**src/logic/crd_defines.vh**
```
`ifndef CRD_DEFINES_VH
`define CRD_DEFINES_VH

// sizes of the generic clock controller
`define CRD_NGEN        12
`define CRD_NCH         8
`define CRD_GIDX_W      4
`define CRD_CIDX_W      3
`define CRD_SRC_W       4
`define CRD_DIV_W       8
`define CRD_LF_W        2

// oscillator frequency codes
`define CRD_FREQ_W      2
`define CRD_FREQ_48M    2'h0

// source code of the main loop oscillator (arbitrary)
`define CRD_SRC_MLO     4'h6
`define CRD_SRC_NONE    4'h0
`define CRD_GEN_MAIN    4'h0

// reset values
`define CRD_DIV_ONE     8'h01
`define CRD_LF_RST      2'h0
`define CRD_GEN_RST     4'h0

// peripheral clock edges needed to carry status into the cpu domain
`define CRD_SYNC_STAGES 2

`endif

```
**src/logic/crd_periph_sync.v**
```verilog
`include "crd_defines.vh"

module crd_periph_sync
(
	input  wire                   i_mclk,   // main clock
	input  wire                   i_rst_n,  // synchronised reset
	input  wire                   i_per_clk, // peripheral clock pin
	input  wire [`CRD_NCH-1:0]    i_state,  // peripheral side state
	output wire [`CRD_NCH-1:0]    o_state   // state seen by cpu domain
);

	reg        per_s1_q;
	reg        per_s2_q;
	reg        per_s3_q;
	wire       tick;
	reg  [`CRD_NCH*`CRD_SYNC_STAGES-1:0] pipe_q;

	// pin synchroniser; the second and third stages are looked at
	always @(posedge i_mclk or negedge i_rst_n)
	begin
		if (!i_rst_n)
		begin
			per_s1_q <= 1'b0;
			per_s2_q <= 1'b0;
			per_s3_q <= 1'b0;
		end
		else
		begin
			per_s1_q <= i_per_clk;
			per_s2_q <= per_s1_q;
			per_s3_q <= per_s2_q;
		end
	end

	// one tick per rising peripheral clock edge
	assign tick = per_s2_q & ~per_s3_q;

	// stages advance only on peripheral edges, so delay scales with it
	genvar c;
	generate
		for (c = 0; c < `CRD_NCH; c = c + 1)
		begin : g_ch
			always @(posedge i_mclk or negedge i_rst_n)
			begin
				if (!i_rst_n)
					pipe_q[c*`CRD_SYNC_STAGES +: `CRD_SYNC_STAGES] <=
						{`CRD_SYNC_STAGES{1'b0}};
				else if (tick)
					pipe_q[c*`CRD_SYNC_STAGES +: `CRD_SYNC_STAGES] <=
						{pipe_q[c*`CRD_SYNC_STAGES +: `CRD_SYNC_STAGES-1],
						 i_state[c]};
			end
			assign o_state[c] =
				pipe_q[c*`CRD_SYNC_STAGES + `CRD_SYNC_STAGES - 1];
		end
	endgenerate

endmodule // crd_periph_sync

```
**src/logic/crd_clock_reset_defaults.v**
```verilog
// Summary of operation
// - Any reset turns the main loop oscillator on at its 48 MHz setting.
// - Any reset makes generator 0 run from the main loop oscillator.
// - Any reset sets the processor and bus clock dividers to one.
// - A power-on reset also returns the 32 kHz sources to reset state.
// - A power-on reset disables every generator except generator 0.
// - A power-on reset disables every peripheral clock channel.
// - A user reset restores the controller except the 32 kHz sources and write-locked channels.
// - Peripheral status reaches the cpu side after peripheral clock edges.
`include "crd_defines.vh"

module crd_clock_reset_defaults
(
	input  wire                     i_mclk,     // 10 MHz main clock
	input  wire                     i_arst_n,   // async reset, low
	input  wire                     i_por_req,  // power-on reset cause
	input  wire                     i_user_req, // user reset cause
	input  wire                     i_sys_req,  // any other reset cause
	input  wire                     i_per_clk,  // peripheral clock pin
	input  wire                     i_osc_we,   // oscillator write
	input  wire                     i_osc_en,   // oscillator enable
	input  wire [`CRD_FREQ_W-1:0]   i_osc_freq, // oscillator freq code
	input  wire                     i_lf_we,    // 32k source write
	input  wire [`CRD_LF_W-1:0]     i_lf_en,    // 32k source enables
	input  wire                     i_div_we,   // divider write
	input  wire [`CRD_DIV_W-1:0]    i_cpu_div,  // cpu divide factor
	input  wire [`CRD_DIV_W-1:0]    i_bus_div,  // bus divide factor
	input  wire                     i_gen_we,   // generator write
	input  wire [`CRD_GIDX_W-1:0]   i_gen_idx,  // generator index
	input  wire                     i_gen_en,   // generator enable
	input  wire [`CRD_SRC_W-1:0]    i_gen_src,  // generator source
	input  wire                     i_ch_we,    // channel write
	input  wire [`CRD_CIDX_W-1:0]   i_ch_idx,   // channel index
	input  wire                     i_ch_en,    // channel enable
	input  wire [`CRD_GIDX_W-1:0]   i_ch_gen,   // channel generator
	input  wire                     i_ch_lock,  // channel write lock
	output reg                      o_osc_en,   // oscillator running
	output reg  [`CRD_FREQ_W-1:0]   o_osc_freq, // oscillator freq code
	output reg  [`CRD_LF_W-1:0]     o_lf_en,    // 32k source enables
	output reg  [`CRD_DIV_W-1:0]    o_cpu_div,  // cpu divide factor
	output reg  [`CRD_DIV_W-1:0]    o_bus_div,  // bus divide factor
	output wire [`CRD_NGEN-1:0]     o_gen_en,   // generator enables
	output wire [`CRD_NGEN*`CRD_SRC_W-1:0] o_gen_src, // generator sources
	output wire [`CRD_NCH-1:0]      o_ch_en,    // channel enables
	output wire [`CRD_NCH*`CRD_GIDX_W-1:0] o_ch_gen, // channel generators
	output wire [`CRD_NCH-1:0]      o_ch_lock,  // channel write locks
	output wire [`CRD_NCH-1:0]      o_ch_sync   // channel state, cpu side
);

	reg                      rst_s1_q;
	reg                      rst_n_q;
	wire                     any_req;
	wire                     generic_clock_controller_init;
	reg  [`CRD_NGEN-1:0]     gen_en_q;
	reg  [`CRD_SRC_W-1:0]    gen_src_q [0:`CRD_NGEN-1];
	reg  [`CRD_NCH-1:0]      ch_en_q;
	reg  [`CRD_NCH-1:0]      ch_lock_q;
	reg  [`CRD_GIDX_W-1:0]   ch_gen_q [0:`CRD_NCH-1];

	// reset release through two flops
	always @(posedge i_mclk or negedge i_arst_n)
	begin
		if (!i_arst_n)
		begin
			rst_s1_q <= 1'b0;
			rst_n_q  <= 1'b0;
		end
		else
		begin
			rst_s1_q <= 1'b1;
			rst_n_q  <= rst_s1_q;
		end
	end

	// causes come from logic on this clock, so no synchroniser
	assign any_req   = i_por_req | i_user_req | i_sys_req;
	assign generic_clock_controller_init = i_por_req | i_user_req;

	// oscillator, 32k sources and system dividers
	always @(posedge i_mclk or negedge rst_n_q)
	begin
		if (!rst_n_q)
		begin
			o_osc_en   <= 1'b1;
			o_osc_freq <= `CRD_FREQ_48M;
			o_lf_en    <= `CRD_LF_RST;
			o_cpu_div  <= `CRD_DIV_ONE;
			o_bus_div  <= `CRD_DIV_ONE;
		end
		else
		begin
			if (any_req)
			begin
				o_osc_en   <= 1'b1;
				o_osc_freq <= `CRD_FREQ_48M;
				o_cpu_div  <= `CRD_DIV_ONE;
				o_bus_div  <= `CRD_DIV_ONE;
			end
			else
			begin
				if (i_osc_we)
				begin
					o_osc_en   <= i_osc_en;
					o_osc_freq <= i_osc_freq;
				end
				if (i_div_we)
				begin
					o_cpu_div <= i_cpu_div;
					o_bus_div <= i_bus_div;
				end
			end
			// 32k sources survive everything but power-on
			if (i_por_req)
				o_lf_en <= `CRD_LF_RST;
			else if (i_lf_we && !any_req)
				o_lf_en <= i_lf_en;
		end
	end

	// generator 0 always comes back running from the oscillator
	always @(posedge i_mclk or negedge rst_n_q)
	begin
		if (!rst_n_q)
		begin
			gen_en_q[0]  <= 1'b1;
			gen_src_q[0] <= `CRD_SRC_MLO;
		end
		else if (any_req)
		begin
			gen_en_q[0]  <= 1'b1;
			gen_src_q[0] <= `CRD_SRC_MLO;
		end
		else if (i_gen_we && i_gen_idx == `CRD_GEN_MAIN)
		begin
			gen_en_q[0]  <= i_gen_en;
			gen_src_q[0] <= i_gen_src;
		end
	end

	// remaining generators; other reset causes leave them alone
	genvar g;
	generate
		for (g = 1; g < `CRD_NGEN; g = g + 1)
		begin : g_gen
			// index held at port width so the compare keeps its size
			localparam [`CRD_GIDX_W-1:0] gen_id = g;
			always @(posedge i_mclk or negedge rst_n_q)
			begin
				if (!rst_n_q)
				begin
					gen_en_q[g]  <= 1'b0;
					gen_src_q[g] <= `CRD_SRC_NONE;
				end
				else if (generic_clock_controller_init)
				begin
					gen_en_q[g]  <= 1'b0;
					gen_src_q[g] <= `CRD_SRC_NONE;
				end
				else if (!any_req && i_gen_we &&
					 i_gen_idx == gen_id)
				begin
					gen_en_q[g]  <= i_gen_en;
					gen_src_q[g] <= i_gen_src;
				end
			end
		end
	endgenerate

	// peripheral channels; a set lock blocks writes and user reset
	genvar c;
	generate
		for (c = 0; c < `CRD_NCH; c = c + 1)
		begin : g_ch
			// index held at port width so the compare keeps its size
			localparam [`CRD_CIDX_W-1:0] ch_id = c;
			always @(posedge i_mclk or negedge rst_n_q)
			begin
				if (!rst_n_q)
				begin
					ch_en_q[c]   <= 1'b0;
					ch_lock_q[c] <= 1'b0;
					ch_gen_q[c]  <= `CRD_GEN_RST;
				end
				else if (i_por_req)
				begin
					ch_en_q[c]   <= 1'b0;
					ch_lock_q[c] <= 1'b0;
					ch_gen_q[c]  <= `CRD_GEN_RST;
				end
				else if (i_user_req && !ch_lock_q[c])
				begin
					ch_en_q[c]   <= 1'b0;
					ch_gen_q[c]  <= `CRD_GEN_RST;
				end
				else if (!any_req && !ch_lock_q[c] && i_ch_we &&
					 i_ch_idx == ch_id)
				begin
					ch_en_q[c]   <= i_ch_en;
					ch_lock_q[c] <= i_ch_lock;
					ch_gen_q[c]  <= i_ch_gen;
				end
			end
			assign o_ch_gen[c*`CRD_GIDX_W +: `CRD_GIDX_W] = ch_gen_q[c];
		end
	endgenerate

	// flatten generator sources onto the output bus
	genvar s;
	generate
		for (s = 0; s < `CRD_NGEN; s = s + 1)
		begin : g_src
			assign o_gen_src[s*`CRD_SRC_W +: `CRD_SRC_W] = gen_src_q[s];
		end
	endgenerate

	assign o_gen_en  = gen_en_q;
	assign o_ch_en   = ch_en_q;
	assign o_ch_lock = ch_lock_q;

	// slow peripheral clock means slow status, by design
	crd_periph_sync u_sync
	(
		.i_mclk    (i_mclk),
		.i_rst_n   (rst_n_q),
		.i_per_clk (i_per_clk),
		.i_state   (ch_en_q),
		.o_state   (o_ch_sync)
	);

endmodule // crd_clock_reset_defaults

```
**config.mk**
```make
export PLATFORM = sky130hd
export DESIGN_NAME = crd_clock_reset_defaults
export DESIGN_NICKNAME = d
export VERILOG_FILES = /design/src/logic/crd_periph_sync.v /design/src/logic/crd_clock_reset_defaults.v
export VERILOG_INCLUDE_DIRS = /design/src /design/src/logic
export SDC_FILE = /design/constraint.sdc
export NUM_CORES = 1
export LEC_CHECK = 0
export ABC_AREA = 0
export BUFFER_PORTS_ARGS = -buffer_cell sky130_fd_sc_hd__buf_2
export CORE_UTILIZATION = 45
export DETAILED_ROUTE_END_ITERATION = 16
export PLACE_DENSITY = 0.73
export SKIP_CTS_REPAIR_TIMING = 1
export SLEW_MARGIN = 30
export SYNTH_ARGS = -nofsm -noshare
export SYNTH_HDL_FRONTEND = slang
export SYNTH_HIERARCHICAL = 1
export SYNTH_SLANG_ARGS = --single-unit
```
**constraint.sdc**
```tcl
create_clock -name i_mclk -period 4.7 [get_ports i_mclk]
set_input_delay 0.94 -clock i_mclk [delete_from_list [all_inputs] [get_ports i_mclk]]
set_output_delay 0.94 -clock i_mclk [all_outputs]
set_load 0.05 [all_outputs]
```
# Word-level counts from Yosys, hierarchy flattened
# Index checks and enable logic that the tools add are counted.
# totals
ff_bits	150
latch_bits	0
ram_bits	0
mem_bits_ro	0
input_bits	50
out_inout_bits	137
word_cells	322
memories	0
# classes
n_addsub	0
mul	0
n_div	0
magnitude_cmp	0
eq_ne	26
shifts	0
n_mux	130
bitwise_logic	4
reduce_logical	96
# op_table
cell	n
two-way mux 4 bit	48
two-way mux 1 bit	74
logical AND 1 bit	46
nonzero test 2 bit	23
two-way mux 8 bit	4
nonzero test 3 bit	8
equality test 4 x 3 -> 1 bit, second input constant	4
equality test 4 bit, second input constant	4
inequality test 2 bit, second input constant	8
AND reduction 2 bit	8
equality test 3 bit, second input constant	4
logical NOT 1 bit	9
equality test 4 x 2 -> 1 bit, second input constant	2
two-way mux 2 bit	4
equality test 3 x 2 -> 1 bit, second input constant	2
equality test 4 x 1 -> 1 bit, second input constant	1
logical NOT 4 bit	1
equality test 3 x 1 -> 1 bit, second input constant	1
logical NOT 3 bit	1
bitwise OR 1 bit	2
bitwise AND 1 bit	1
inverter 1 bit	1

# Depth between registers and ports, before layout
# Gate-level depths: netlist (run 1).
# logic_depth
depth_word	9
ltp_mapped	6
depth_no_buf	3

# By module
# The synthesis (run 1) kept the hierarchy.
# modules_own_cells
module	instances	cells_per_inst	area_each_um2	seq_area_each_um2
crd_clock_reset_defaults	1	523	5881.9	3285.7
crd_periph_sync	1	46	798.3	475.5

# Worst setup path after synthesis (run 1)
# Ideal clock, no wire load.
# synth_timing
path_type	input to register
start	in i_user_req
end	reg ch_en_q[1], in the netlist o_ch_en[1]
setup_ns	0.079
arrival_ns	2.264
required_ns	4.621
path_slack_ns	2.356
stages	4
path_buffers	1
cell_sequence	or4b_1 > buf_2 > nor4b_4 > mux2i_1
# synth_between
elab_chain_len	7
word_cells_on_any_way	10
cone_classes	mux: 2; bitwise: 2; reduce/logical: 6
# synth_lines
item	line	text
from (decl)	crd_clock_reset_defaults.v:17	input wire i_user_req,
bitwise OR 1 bit (2 in series)	crd_clock_reset_defaults.v:76	assign any_req = i_por_req | i_user_req | i_sys_req;
logical NOT 1 bit	crd_clock_reset_defaults.v:195	else if (!any_req && !ch_lock_q[c] && i_ch_we &&
logical AND 1 bit (3 in series)	crd_clock_reset_defaults.v:195	
nonzero test 3 bit (no line)	n/a	
to (signal, indexed assignment)	crd_clock_reset_defaults.v:198	ch_en_q[c] <= i_ch_en;
to (decl)	crd_clock_reset_defaults.v:56	reg [`CRD_NCH-1:0] ch_en_q;
# Several ways; a longest one is shown, not always the timed one.
# A chain may end at the register's enable or synchronous reset.

# Worst setup path in the final report (run 1)
# layout_timing
start	in i_por_req
end	reg ch_gen_q (netlist bit o_ch_gen[15])
# layout_between
elab_chain_len	7
word_cells_on_any_way	8
cone_classes	mux: 1; bitwise: 2; reduce/logical: 5
# layout_lines
item	line	text
from (decl)	crd_clock_reset_defaults.v:16	input wire i_por_req,
bitwise OR 1 bit (2 in series)	crd_clock_reset_defaults.v:76	
logical NOT 1 bit	crd_clock_reset_defaults.v:195	
logical AND 1 bit (3 in series)	crd_clock_reset_defaults.v:195	
nonzero test 3 bit (no line)	n/a	
to (signal, indexed assignment)	crd_clock_reset_defaults.v:188	ch_gen_q[c] <= `CRD_GEN_RST;
to (signal, indexed assignment)	crd_clock_reset_defaults.v:193	ch_gen_q[c] <= `CRD_GEN_RST;
to (signal, indexed assignment)	crd_clock_reset_defaults.v:200	ch_gen_q[c] <= i_ch_gen;
to (decl)	crd_clock_reset_defaults.v:58	reg [`CRD_GIDX_W-1:0] ch_gen_q [0:`CRD_NCH-1];
# Several ways; a longest one is shown, not always the timed one.

==> reports/summary.txt, run 1 <==
Status - finished, final reports clean
Met2 Use GR - 37.43%
Root Driver - clkbuf_16
Crit-path max FO - 22
# setup viols final - 0
Crit path DAT - 2.83 ns
CTS H-tree lvls - 4
TritonCTS clock tree - done
Wirelength per Cell - 18.74 µm
Number of buffers created by CTS - 17
Initial Util - 45.96%
# DRC - 0
GRT Util Overall - 23.29%
Startpoint type of the worst setup path - primary input
EDFF count, synth - 0
Final net count - 781
Worst hold margin - 0.2873 ns
Final hold viol count - 0
First-pass GRT wire length - 26750 µm
Die area - 15340 µm²
Fill cells - 1262
Vias in the first global route - 5032
Fin. max-slew vios - 0
Unrepaired setup endpoints after global routing - no
Met1 GRT Util - 28.71%
Met3 usage - 8.700%
Hold Crit Class - in2async
Core Area - 14530 µm²
Synthesized instance count - 569
Cell Chain, Critical Path - buf_2 > or4b_1 > or4_1 > mux2i_1
HPWL reported at the end of detailed placement - 12270 µm
Via/cell ratio - 5.534
Congestion Overflow GR - 0
Worst slew margin - 43.75%
Commonest cells in the netlist - dfrtp_1 (144), mux2i_1 (104), nand2_1 (81)
Sequential share of the synthesized area - 56.30%
Crit path from - i_por_req
Peak supply drop - 0.0002629 V
DR vias - 5141
Clk_skew - 0.007579 ns
Die H - 123.8 µm
Clock Latency Late Sink - 0.43 ns
Yosys top cell area share - 53.94%
Mapped Area - 6680 µm²
FMAX - 395.8 MHz
Count of state elements after synthesis - 150
Synth warn - 6
# clock sinks - 150
Routability cong. - 0.8300
Share of cells above drive strength 1 - 35.35%
Synth unique cells - 44
Worst-Margin Slew - 0.8437 ns
Top cells by area, synth - dfrtp_1 (54%), mux2i_1 (16%), nand2_1 (4.6%)
Critical-path top delay cell - or4b_1
Final Critical Period - 2.527 ns
Largest net degree at the start of global routing - 69
Max Cap Viol - 0
Initial antenna violation count - 1
Placed Cells - 896
Clk slew on worst S/H paths - 0.06 ns
Total wire length - 17410 µm
Final ANT Viol Nets - 0
Std-Cell Rows - 44
Slowest stage delay, CP - 0.82 ns
Ys async rst share - 100.0%
Drt pass-1 iters - 4
Syn Area/Cell - 11.74 µm²
WP data required - 5.00 ns
Syn_nets - 619
PortBufs - 186
Post-synth top area cell - dfrtp_1
Sum Neg Setup Slack - 0 ns
Pwr/cell area - 350.7 nW/µm²
Final Instance Count excl. Fillers - 929
GRT busiest layer - met2
Chip Width - 123.8 µm
Initial drt markers - 331
Worst setup path class - in2reg
Static leakage - 4.514 nW
Area grow syn2layout - 23.96%
# IOs - 187
Top_reg_cell synth - dfrtp_1
Reg2reg start - o_ch_lock[4]
Crit path capture type - register
Period utilization - 53.76%
Most common cell in the netlist - dfrtp_1
Clock tree buffer depth - 2
==> layout make-up <==
cell class | count | area, µm² | area share [%]
Multi-Input combinational cell | 361 | 2659 | 32.11
Antenna cell | 1 | 2.502 | 0.03022
Tap cell | 184 | 230.2 | 2.780
Timing Repair Buffer | 191 | 968.4 | 11.70
Clock buffer | 17 | 425.4 | 5.138
Clock inverter | 15 | 192.7 | 2.327
Inverter | 10 | 37.54 | 0.4533
Sequential cell | 150 | 3765 | 45.47
==> worst paths after layout <==
| path | endpoint | slack (ns) | cells after the start |
|---|---|---|---|
| max | o_ch_gen[15] | 2.17 | 4 |
| min | rst_n_q | 0.29 | 1 |
| max reg2reg | o_ch_gen[19] | 2.77 | 3 |
| min reg2reg | u_sync/pipe_q[0] | 0.31 | 0 |
| max in group asynchronous | o_gen_src[3] | 3.12 | 1 |
| min in group i_mclk | rst_n_q | 0.36 | 0 |
==> cell families (layout without fill, tap and decap cells) <==
logic type      after synthesis  after routing  share of synthesized area (%)
simple gates                170            170                          13.41
flops                       150            150                          56.30
mux                         120            120                          18.84
compound gates               70             70                          7.286
buf+inv                      58            233                          4.102
other cells                   1              2                        0.05614
==> cells in the final DEF, fill, tap and decap left out, drive strengths merged <==
master,count
nand3,19
or2,1
nor4,4
nor2,20
bufinv,3
mux2,16
clkinvlp,1
and2,2
dfstp,6
o211ai,39
o2bb2ai,7
a21oi,7
nor4b,6
nor2b,7
a31o,3
conb,1
o22ai,1
inv,15
and4b,1
nand2,81
or4b,4
nor4bb,3
mux2i,104
o21ai,13
nand4,4
or3,9
dfrtp,144
or4,1
clkbuf,17
nand4b,3
clkinv,6
diode,1
nor3,5
buf,191
==> power by group <==
part	internal (W)	total, W	switching [W]	leakage, nW
sequential	0.00130	0.00131	0.0000123	2.06
combinational	0.0000477	0.000174	0.000126	2.15
clock	0.000848	0.00142	0.000569	0.301
total	0.00220	0.00290	0.000708	4.51
==> flip-flops by register name, indices dropped and copies added, names as in the netlist <==
signal / count
o_gen_src: 48
o_ch_gen: 32
o_gen_en: 12
o_bus_div: 8
o_ch_en: 8
o_ch_lock: 8
o_cpu_div: 8
u_sync/o_state: 8
u_sync/pipe_q: 8
o_lf_en: 2
o_osc_freq: 2
o_osc_en: 1
rst_n_q: 1
rst_s1_q: 1
u_sync/per_s1_q: 1
u_sync/per_s2_q: 1
u_sync/per_s3_q: 1
==> routing by layer <==
| metal | up-vias | share of wire [%] |
|---|---|---|
| li1 | 2342 | - |
| met1 | 2589 | 42 |
| met2 | 192 | 48 |
| met3 | 18 | 8.2 |
| met4 | 0 | 1.5 |
| met5 | - | 0 |
==> stage by stage <==
step | total power (W) | utilization [%] | area [µm²] | worst slack (ns)
2_1_floorplan | 0.001446 | - | 6680 | 0.2216
5_1_grt | 0.002993 | 56.96 | 8278 | 2.103
4_1_cts | 0.002922 | 56.96 | 8278 | 2.191
3_5_place_dp | 0.001511 | 52.70 | 7660 | 1.741
6_report | 0.002904 | 56.97 | 8280 | 2.173
3_3_place_gp | 0.001505 | 52.70 | 7660 | 1.788
==> worst max-delay path: cells and delay by family <==
kind | cells | cell delay (ns)
buffers and inverters | 1 | 0.23
muxes | 1 | 0.16
and+or+nand+nor | 2 | 1.48
(Power assumes the default switching activity.)
==> run 2: changes to the inputs <==
--- a/config.mk
+++ b/config.mk
@@ -10,7 +10,7 @@
 export BUFFER_PORTS_ARGS = -buffer_cell sky130_fd_sc_hd__buf_2
 export CORE_UTILIZATION = 45
 export DETAILED_ROUTE_END_ITERATION = 16
-export PLACE_DENSITY = 0.73
+export PLACE_DENSITY = 0.7
 export SKIP_CTS_REPAIR_TIMING = 1
 export SLEW_MARGIN = 30
 export SYNTH_ARGS = -nofsm -noshare
==> constraint.sdc (replaced) <==
create_clock -name i_mclk -period 2.6 [get_ports i_mclk]
set_input_delay 0.52 -clock i_mclk [delete_from_list [all_inputs] [get_ports i_mclk]]
set_output_delay 0.52 -clock i_mclk [all_outputs]
set_load 0.05 [all_outputs]
==> reports/summary.txt, run 2 (synthesis gave the netlist of run 1 again) <==
Status - finished, final reports clean
Congestion Overflow GR - 0 (unchanged)
Crit path capture type - register
Chip Width - 123.8 µm (unchanged)
Max Cap Viol - 0 (unchanged)
Reg2Reg Depth - 3 (unchanged)
Routability cong. - 0.8865 (+6.8%)
# IOs - 187 (unchanged)
Die H - 123.8 µm (unchanged)
Final ANT Viol Nets - 0 (unchanged)
DR vias - 5138 (-0.058%)
FMAX - 520.3 MHz
Final Critical Period - 1.922 ns
HPWL reported at the end of detailed placement - 12010 µm (-2.1%)
Fin. max-slew vios - 0 (unchanged)
Critical-path top delay cell - or4b_1
First-pass GRT wire length - 27300 µm (+2.1%)
Final hold viol count - 0 (unchanged)
Worst hold margin - 0.1986 ns (-0.08869 ns)
Final net count - 790 (+1.2%)
Final Util - 57.54% (+0.57 points)
Wirelength per Cell - 18.60 µm (-0.77%)
Vias in the first global route - 5145 (+2.2%)
Worst slew margin - 48.65% (+4.9 points)
Worst setup path class - in2reg
Sum Neg Setup Slack - 0 ns (unchanged)
CTS H-tree lvls - 4 (unchanged)
Pwr/cell area - 628.4 nW/µm² (+79%)
Largest net degree at the start of global routing - 149 (+120%)
Setup slack after layout - 0.6780 ns (-1.495 ns)
PortBufs - 186 (unchanged)
Crit path DAT - 2.26 ns (-0.57 ns)
Initial antenna violation count - 2 (+1)
Initial Util - 45.96% (unchanged)
Total wire length - 17450 µm (+0.19%)
Finished layout cell area - 8363 µm² (+1.0%)
Unrepaired setup endpoints after global routing - no
Slowest stage delay, CP - 0.67 ns (-0.15 ns)
Most frequent cells in the layout - buf_2 (186), dfrtp_1 (143), mux2i_1 (104)
# DRC - 0 (unchanged)
Clock Latency Late Sink - 0.42 ns (about the same)
Cell Chain, Critical Path - buf_2 > or4b_1 > buf_4 > nor4_4 > mux2i_1
Most common cell after layout, fill and taps aside - buf_2
Period utilization - 73.92%
Clk slew on worst S/H paths - 0.06 ns (about the same)
Fill cells - 1259 (-0.24%)
Worst Hold Path Cells - 1
WP data required - 2.94 ns (-2.06 ns)
Worst slack, placed - 0.2181 ns (-1.523 ns)
Worst-Margin Slew - 0.7702 ns (-0.07353 ns)
Peak supply drop - 0.0004127 V (+57%)
Post-DP Area - 7732 µm² (+0.95%)
Share of cells above drive strength 1 - 35.59% (+0.24 points)
Initial drt markers - 375 (+13%)
Via/cell ratio - 5.478 (-1.0%)
Hold Crit Class - in2reg
Number of buffers created by CTS - 17 (unchanged)
Die area - 15340 µm² (unchanged)
Area grow syn2layout - 25.19%
Root Driver - clkbuf_16
Drt pass-1 iters - 5 (+1)
Std-Cell Rows - 44 (unchanged)
Core Area - 14530 µm² (unchanged)
Clk_skew - 0.005639 ns (-0.001940 ns)
Static leakage - 4.556 nW (+0.94%)
TritonCTS clock tree - done
GRT Util Overall - 23.73% (+0.44 points)
Startpoint type of the worst setup path - primary input
# setup viols final - 0 (unchanged)
R2r setup slk - 0.70 ns (-2.07 ns)
Clock tree buffer depth - 2 (unchanged)
Crit-path max FO - 9 (-59%)
Number of flip-flops in the largest register - 48 (unchanged)
# clock sinks - 150 (unchanged)
==> run 2: through the flow <==
| step | cells | total power (W) |
|---|---|---|
| 3_3_place_gp | 904 | 0.002729 |
| 6_report | 938 | 0.005256 |
| 4_1_cts | 936 | 0.005294 |
| 3_5_place_dp | 904 | 0.002737 |
| 5_1_grt | 938 | 0.005432 |
| 2_1_floorplan | 569 | 0.002615 |
==> run 2: area by class of cell <==
class / count / area, µm² / area share, %
antenna: 1 / 2.502 / 0.02992
clock buffer: 22 / 474.2 / 5.670
clock inverter: 10 / 143.9 / 1.721
inverter: 10 / 37.54 / 0.4488
multi-input combinational: 361 / 2659 / 31.79
sequential: 150 / 3765 / 45.02
tap: 184 / 230.2 / 2.753
timing repair buffer: 200 / 1051 / 12.57
==> run 2: worst max-delay path, delay by kind of cell <==
kind                   cells  cell delay [ns]
multiplexers               1             0.25
AND/OR/NAND/NOR            2             1.09
buffers and inverters      2             0.39
==> run 2: power by group <==
part / internal [W] / leakage [nW] / switching (W)
sequential: 0.00235 / 2.06 / 0.0000104
combinational: 0.0000952 / 2.20 / 0.000238
clock: 0.00159 / 0.293 / 0.000969
==> run 2: path summary, 6_finish.rpt <==
kind,endpoint,start
setup / recovery,o_ch_en[7],i_sys_req
hold / removal,u_sync/per_s1_q,i_per_clk
setup reg to reg,o_ch_gen[19],o_ch_lock[4]
hold reg to reg,u_sync/per_s2_q,u_sync/per_s1_q
max in group asynchronous,o_cpu_div[5],rst_n_q
min in group asynchronous,rst_n_q,i_arst_n
==> run 2: layer usage <==
| layer | vias up | share of wire [%] | track usage [%] |
|---|---|---|---|
| li1 | 2365 | - | - |
| met1 | 2550 | 42 | 30.00 |
| met2 | 200 | 48 | 37.22 |
| met3 | 23 | 7.9 | 8.104 |
| met4 | 0 | 1.9 | 9.563 |
| met5 | - | 0 | 0 |
==> run 3: changes to the inputs <==
==> constraint.sdc (replaced) <==
create_clock -name i_mclk -period 1.9 [get_ports i_mclk]
set_input_delay 0.38 -clock i_mclk [delete_from_list [all_inputs] [get_ports i_mclk]]
set_output_delay 0.38 -clock i_mclk [all_outputs]
set_load 0.05 [all_outputs]
==> reports/summary.txt, run 3 (synthesis gave the netlist of run 1 again) <==
Fin. max-slew vios - 0 (unchanged)
Vias in the first global route - 5244 (+1.9%)
Most frequent cells in the layout - buf_2 (186), dfrtp_1 (142), mux2i_1 (104)
Pwr/cell area - 843.7 nW/µm² (+34%)
Worst hold margin - 0.06783 ns (-0.1308 ns)
Crit-path max FO - 9 (unchanged)
CTS H-tree lvls - 4 (unchanged)
First-pass GRT wire length - 27500 µm (+0.73%)
Final Critical Period - 1.733 ns
Crit path capture type - output pin
Std-Cell Rows - 44 (unchanged)
Met2 wire len - 8218 µm (-2.0%)
Clk_skew - 0.007075 ns (+0.001436 ns)
Worst setup path class - reg2out
Final Instance Count excl. Fillers - 954 (+1.7%)
Die area - 15340 µm² (unchanged)
Initial Util - 45.96% (unchanged)
Sum Neg Setup Slack - 0 ns (unchanged)
Unrepaired setup endpoints after global routing - no
Critical-path top delay cell - dfrtp_1
Largest net degree at the start of global routing - 53 (-64%)
Metal-1 WL - 7246 µm (-1.3%)
Startpoint type of the worst setup path - register
R2r setup slk - 0.18 ns (-0.52 ns)
Most common cell after layout, fill and taps aside - buf_2
Congestion Overflow GR - 0 (unchanged)
Number of flip-flops in the largest register - 48 (unchanged)
Chip Width - 123.8 µm (unchanged)
Cell Chain, Critical Path - buf_2
Total wire length - 17390 µm (-0.32%)
Fill cells - 1211 (-3.8%)
Period utilization - 91.21%
Top delay family on crit path - flip-flops
Placed Cells - 920 (+1.8%)
Worst slack, placed - -0.1046 ns (-0.3227 ns)
Final hold viol count - 0 (unchanged)
HPWL reported at the end of detailed placement - 12540 µm (+4.4%)
Status - finished, final reports clean
Max Cap Viol - 0 (unchanged)
Slowest stage delay, CP - 0.59 ns (-0.08 ns)
Final net count - 806 (+2.0%)
Worst-Margin Slew - 0.5834 ns (-0.1868 ns)
Share of cells above drive strength 1 - 37.32% (+1.7 points)
Clock Latency Late Sink - 0.42 ns (about the same)
FF/Latch Area - 3766 µm² (about the same)
Drt pass-1 iters - 7 (+2)
Worst slew margin - 61.10% (+12 points)
Root Driver - clkbuf_16
# DRC - 0 (unchanged)
TritonCTS clock tree - done
# setup viols final - 0 (unchanged)
Met3 Wirelength - 1370 µm (-0.58%)
Static leakage - 4.652 nW (+2.1%)
Setup slack after layout - 0.1670 ns (-0.5109 ns)
Final Util - 58.53% (+0.99 points)
DR vias - 5262 (+2.4%)
PortBufs - 186 (unchanged)
Clock tree buffer depth - 2 (unchanged)
Initial drt markers - 422 (+13%)
Area grow syn2layout - 27.35%
Multi-input gate area - 2663 µm² (+0.14%)
Die H - 123.8 µm (unchanged)
Routability cong. - 0.9015 (+1.7%)
Peak supply drop - 0.0006082 V (+47%)
Via/cell ratio - 5.516 (+0.70%)
# clock sinks - 150 (unchanged)
Wirelength per Cell - 18.23 µm (-2.0%)
Clk slew on worst S/H paths - 0.06 ns (about the same)
WP data required - 1.52 ns (-1.42 ns)
Number of buffers created by CTS - 17 (unchanged)
Core Area - 14530 µm² (unchanged)
Max Used Layer - met5
GRT Util Overall - 23.89% (+0.16 points)
Hold Crit Class - in2reg
Initial antenna violation count - 2 (unchanged)
FMAX - 577.0 MHz
Final ANT Viol Nets - 0 (unchanged)
WP buf/inv - 1 (-1)
Crit path DAT - 1.35 ns (-0.91 ns)
# IOs - 187 (unchanged)
run 3: cell count changes in the layout (fill, tap and decap cells not counted):
cell        before  now
buf_12           1    3
buf_4           12   26
clkbuf_1         2    0
clkbuf_8         3    1
clkinv_2         1    4
clkinv_4         1    2
clkinvlp_4       3    1
dfrtp_1        143  142
dfrtp_2          0    1
inv_6            2    3
inv_8            0    1
or4b_2           3    2
or4b_4           0    1
run 3: where the power goes:
group	leakage, nW	internal, W	switching [W]	total (W)
sequential	2.06	0.00322	0.0000310	0.00325
combinational	2.29	0.000148	0.000314	0.000462
clock	0.303	0.00212	0.00135	0.00347
total	4.65	0.00548	0.00170	0.00718
run 3: worst paths after layout:
check	start	endpoint	cells past startpoint
worst max-delay path	o_ch_lock[7]	o_ch_lock[7]	1
worst min-delay path	i_per_clk	u_sync/per_s1_q	1
worst max register to register	o_ch_lock[4]	o_ch_gen[19]	3
worst min register to register	rst_n_q	o_gen_src[14]	0
max in group asynchronous	rst_n_q	o_gen_src[1]	1
min in group asynchronous	i_arst_n	rst_n_q	2
run 3: cell type report:
cell class / count / share of cell area (%)
inverters: 10 / 0.4412
multi-input cells: 361 / 31.30
clock inverters: 14 / 2.030
repair buffers: 216 / 14.06
flip-flops and latches: 150 / 44.27
well taps: 184 / 2.706
clock buffers: 18 / 5.163
diodes: 1 / 0.02942
run 3: through the flow:
stage | cell area [µm²] | total power [W]
6_report | 8507 | 0.007177
5_1_grt | 8507 | 0.007427
4_1_cts | 8494 | 0.007230
3_5_place_dp | 7883 | 0.003768
3_3_place_gp | 7883 | 0.003757
2_1_floorplan | 6689 | 0.003579
run 3: per-layer routing:
metal | track usage (%) | up-vias
met5 | 0 | -
met4 | 11.82 | 2
met3 | 8.150 | 42
met2 | 37.57 | 233
met1 | 29.27 | 2594
li1 | - | 2391
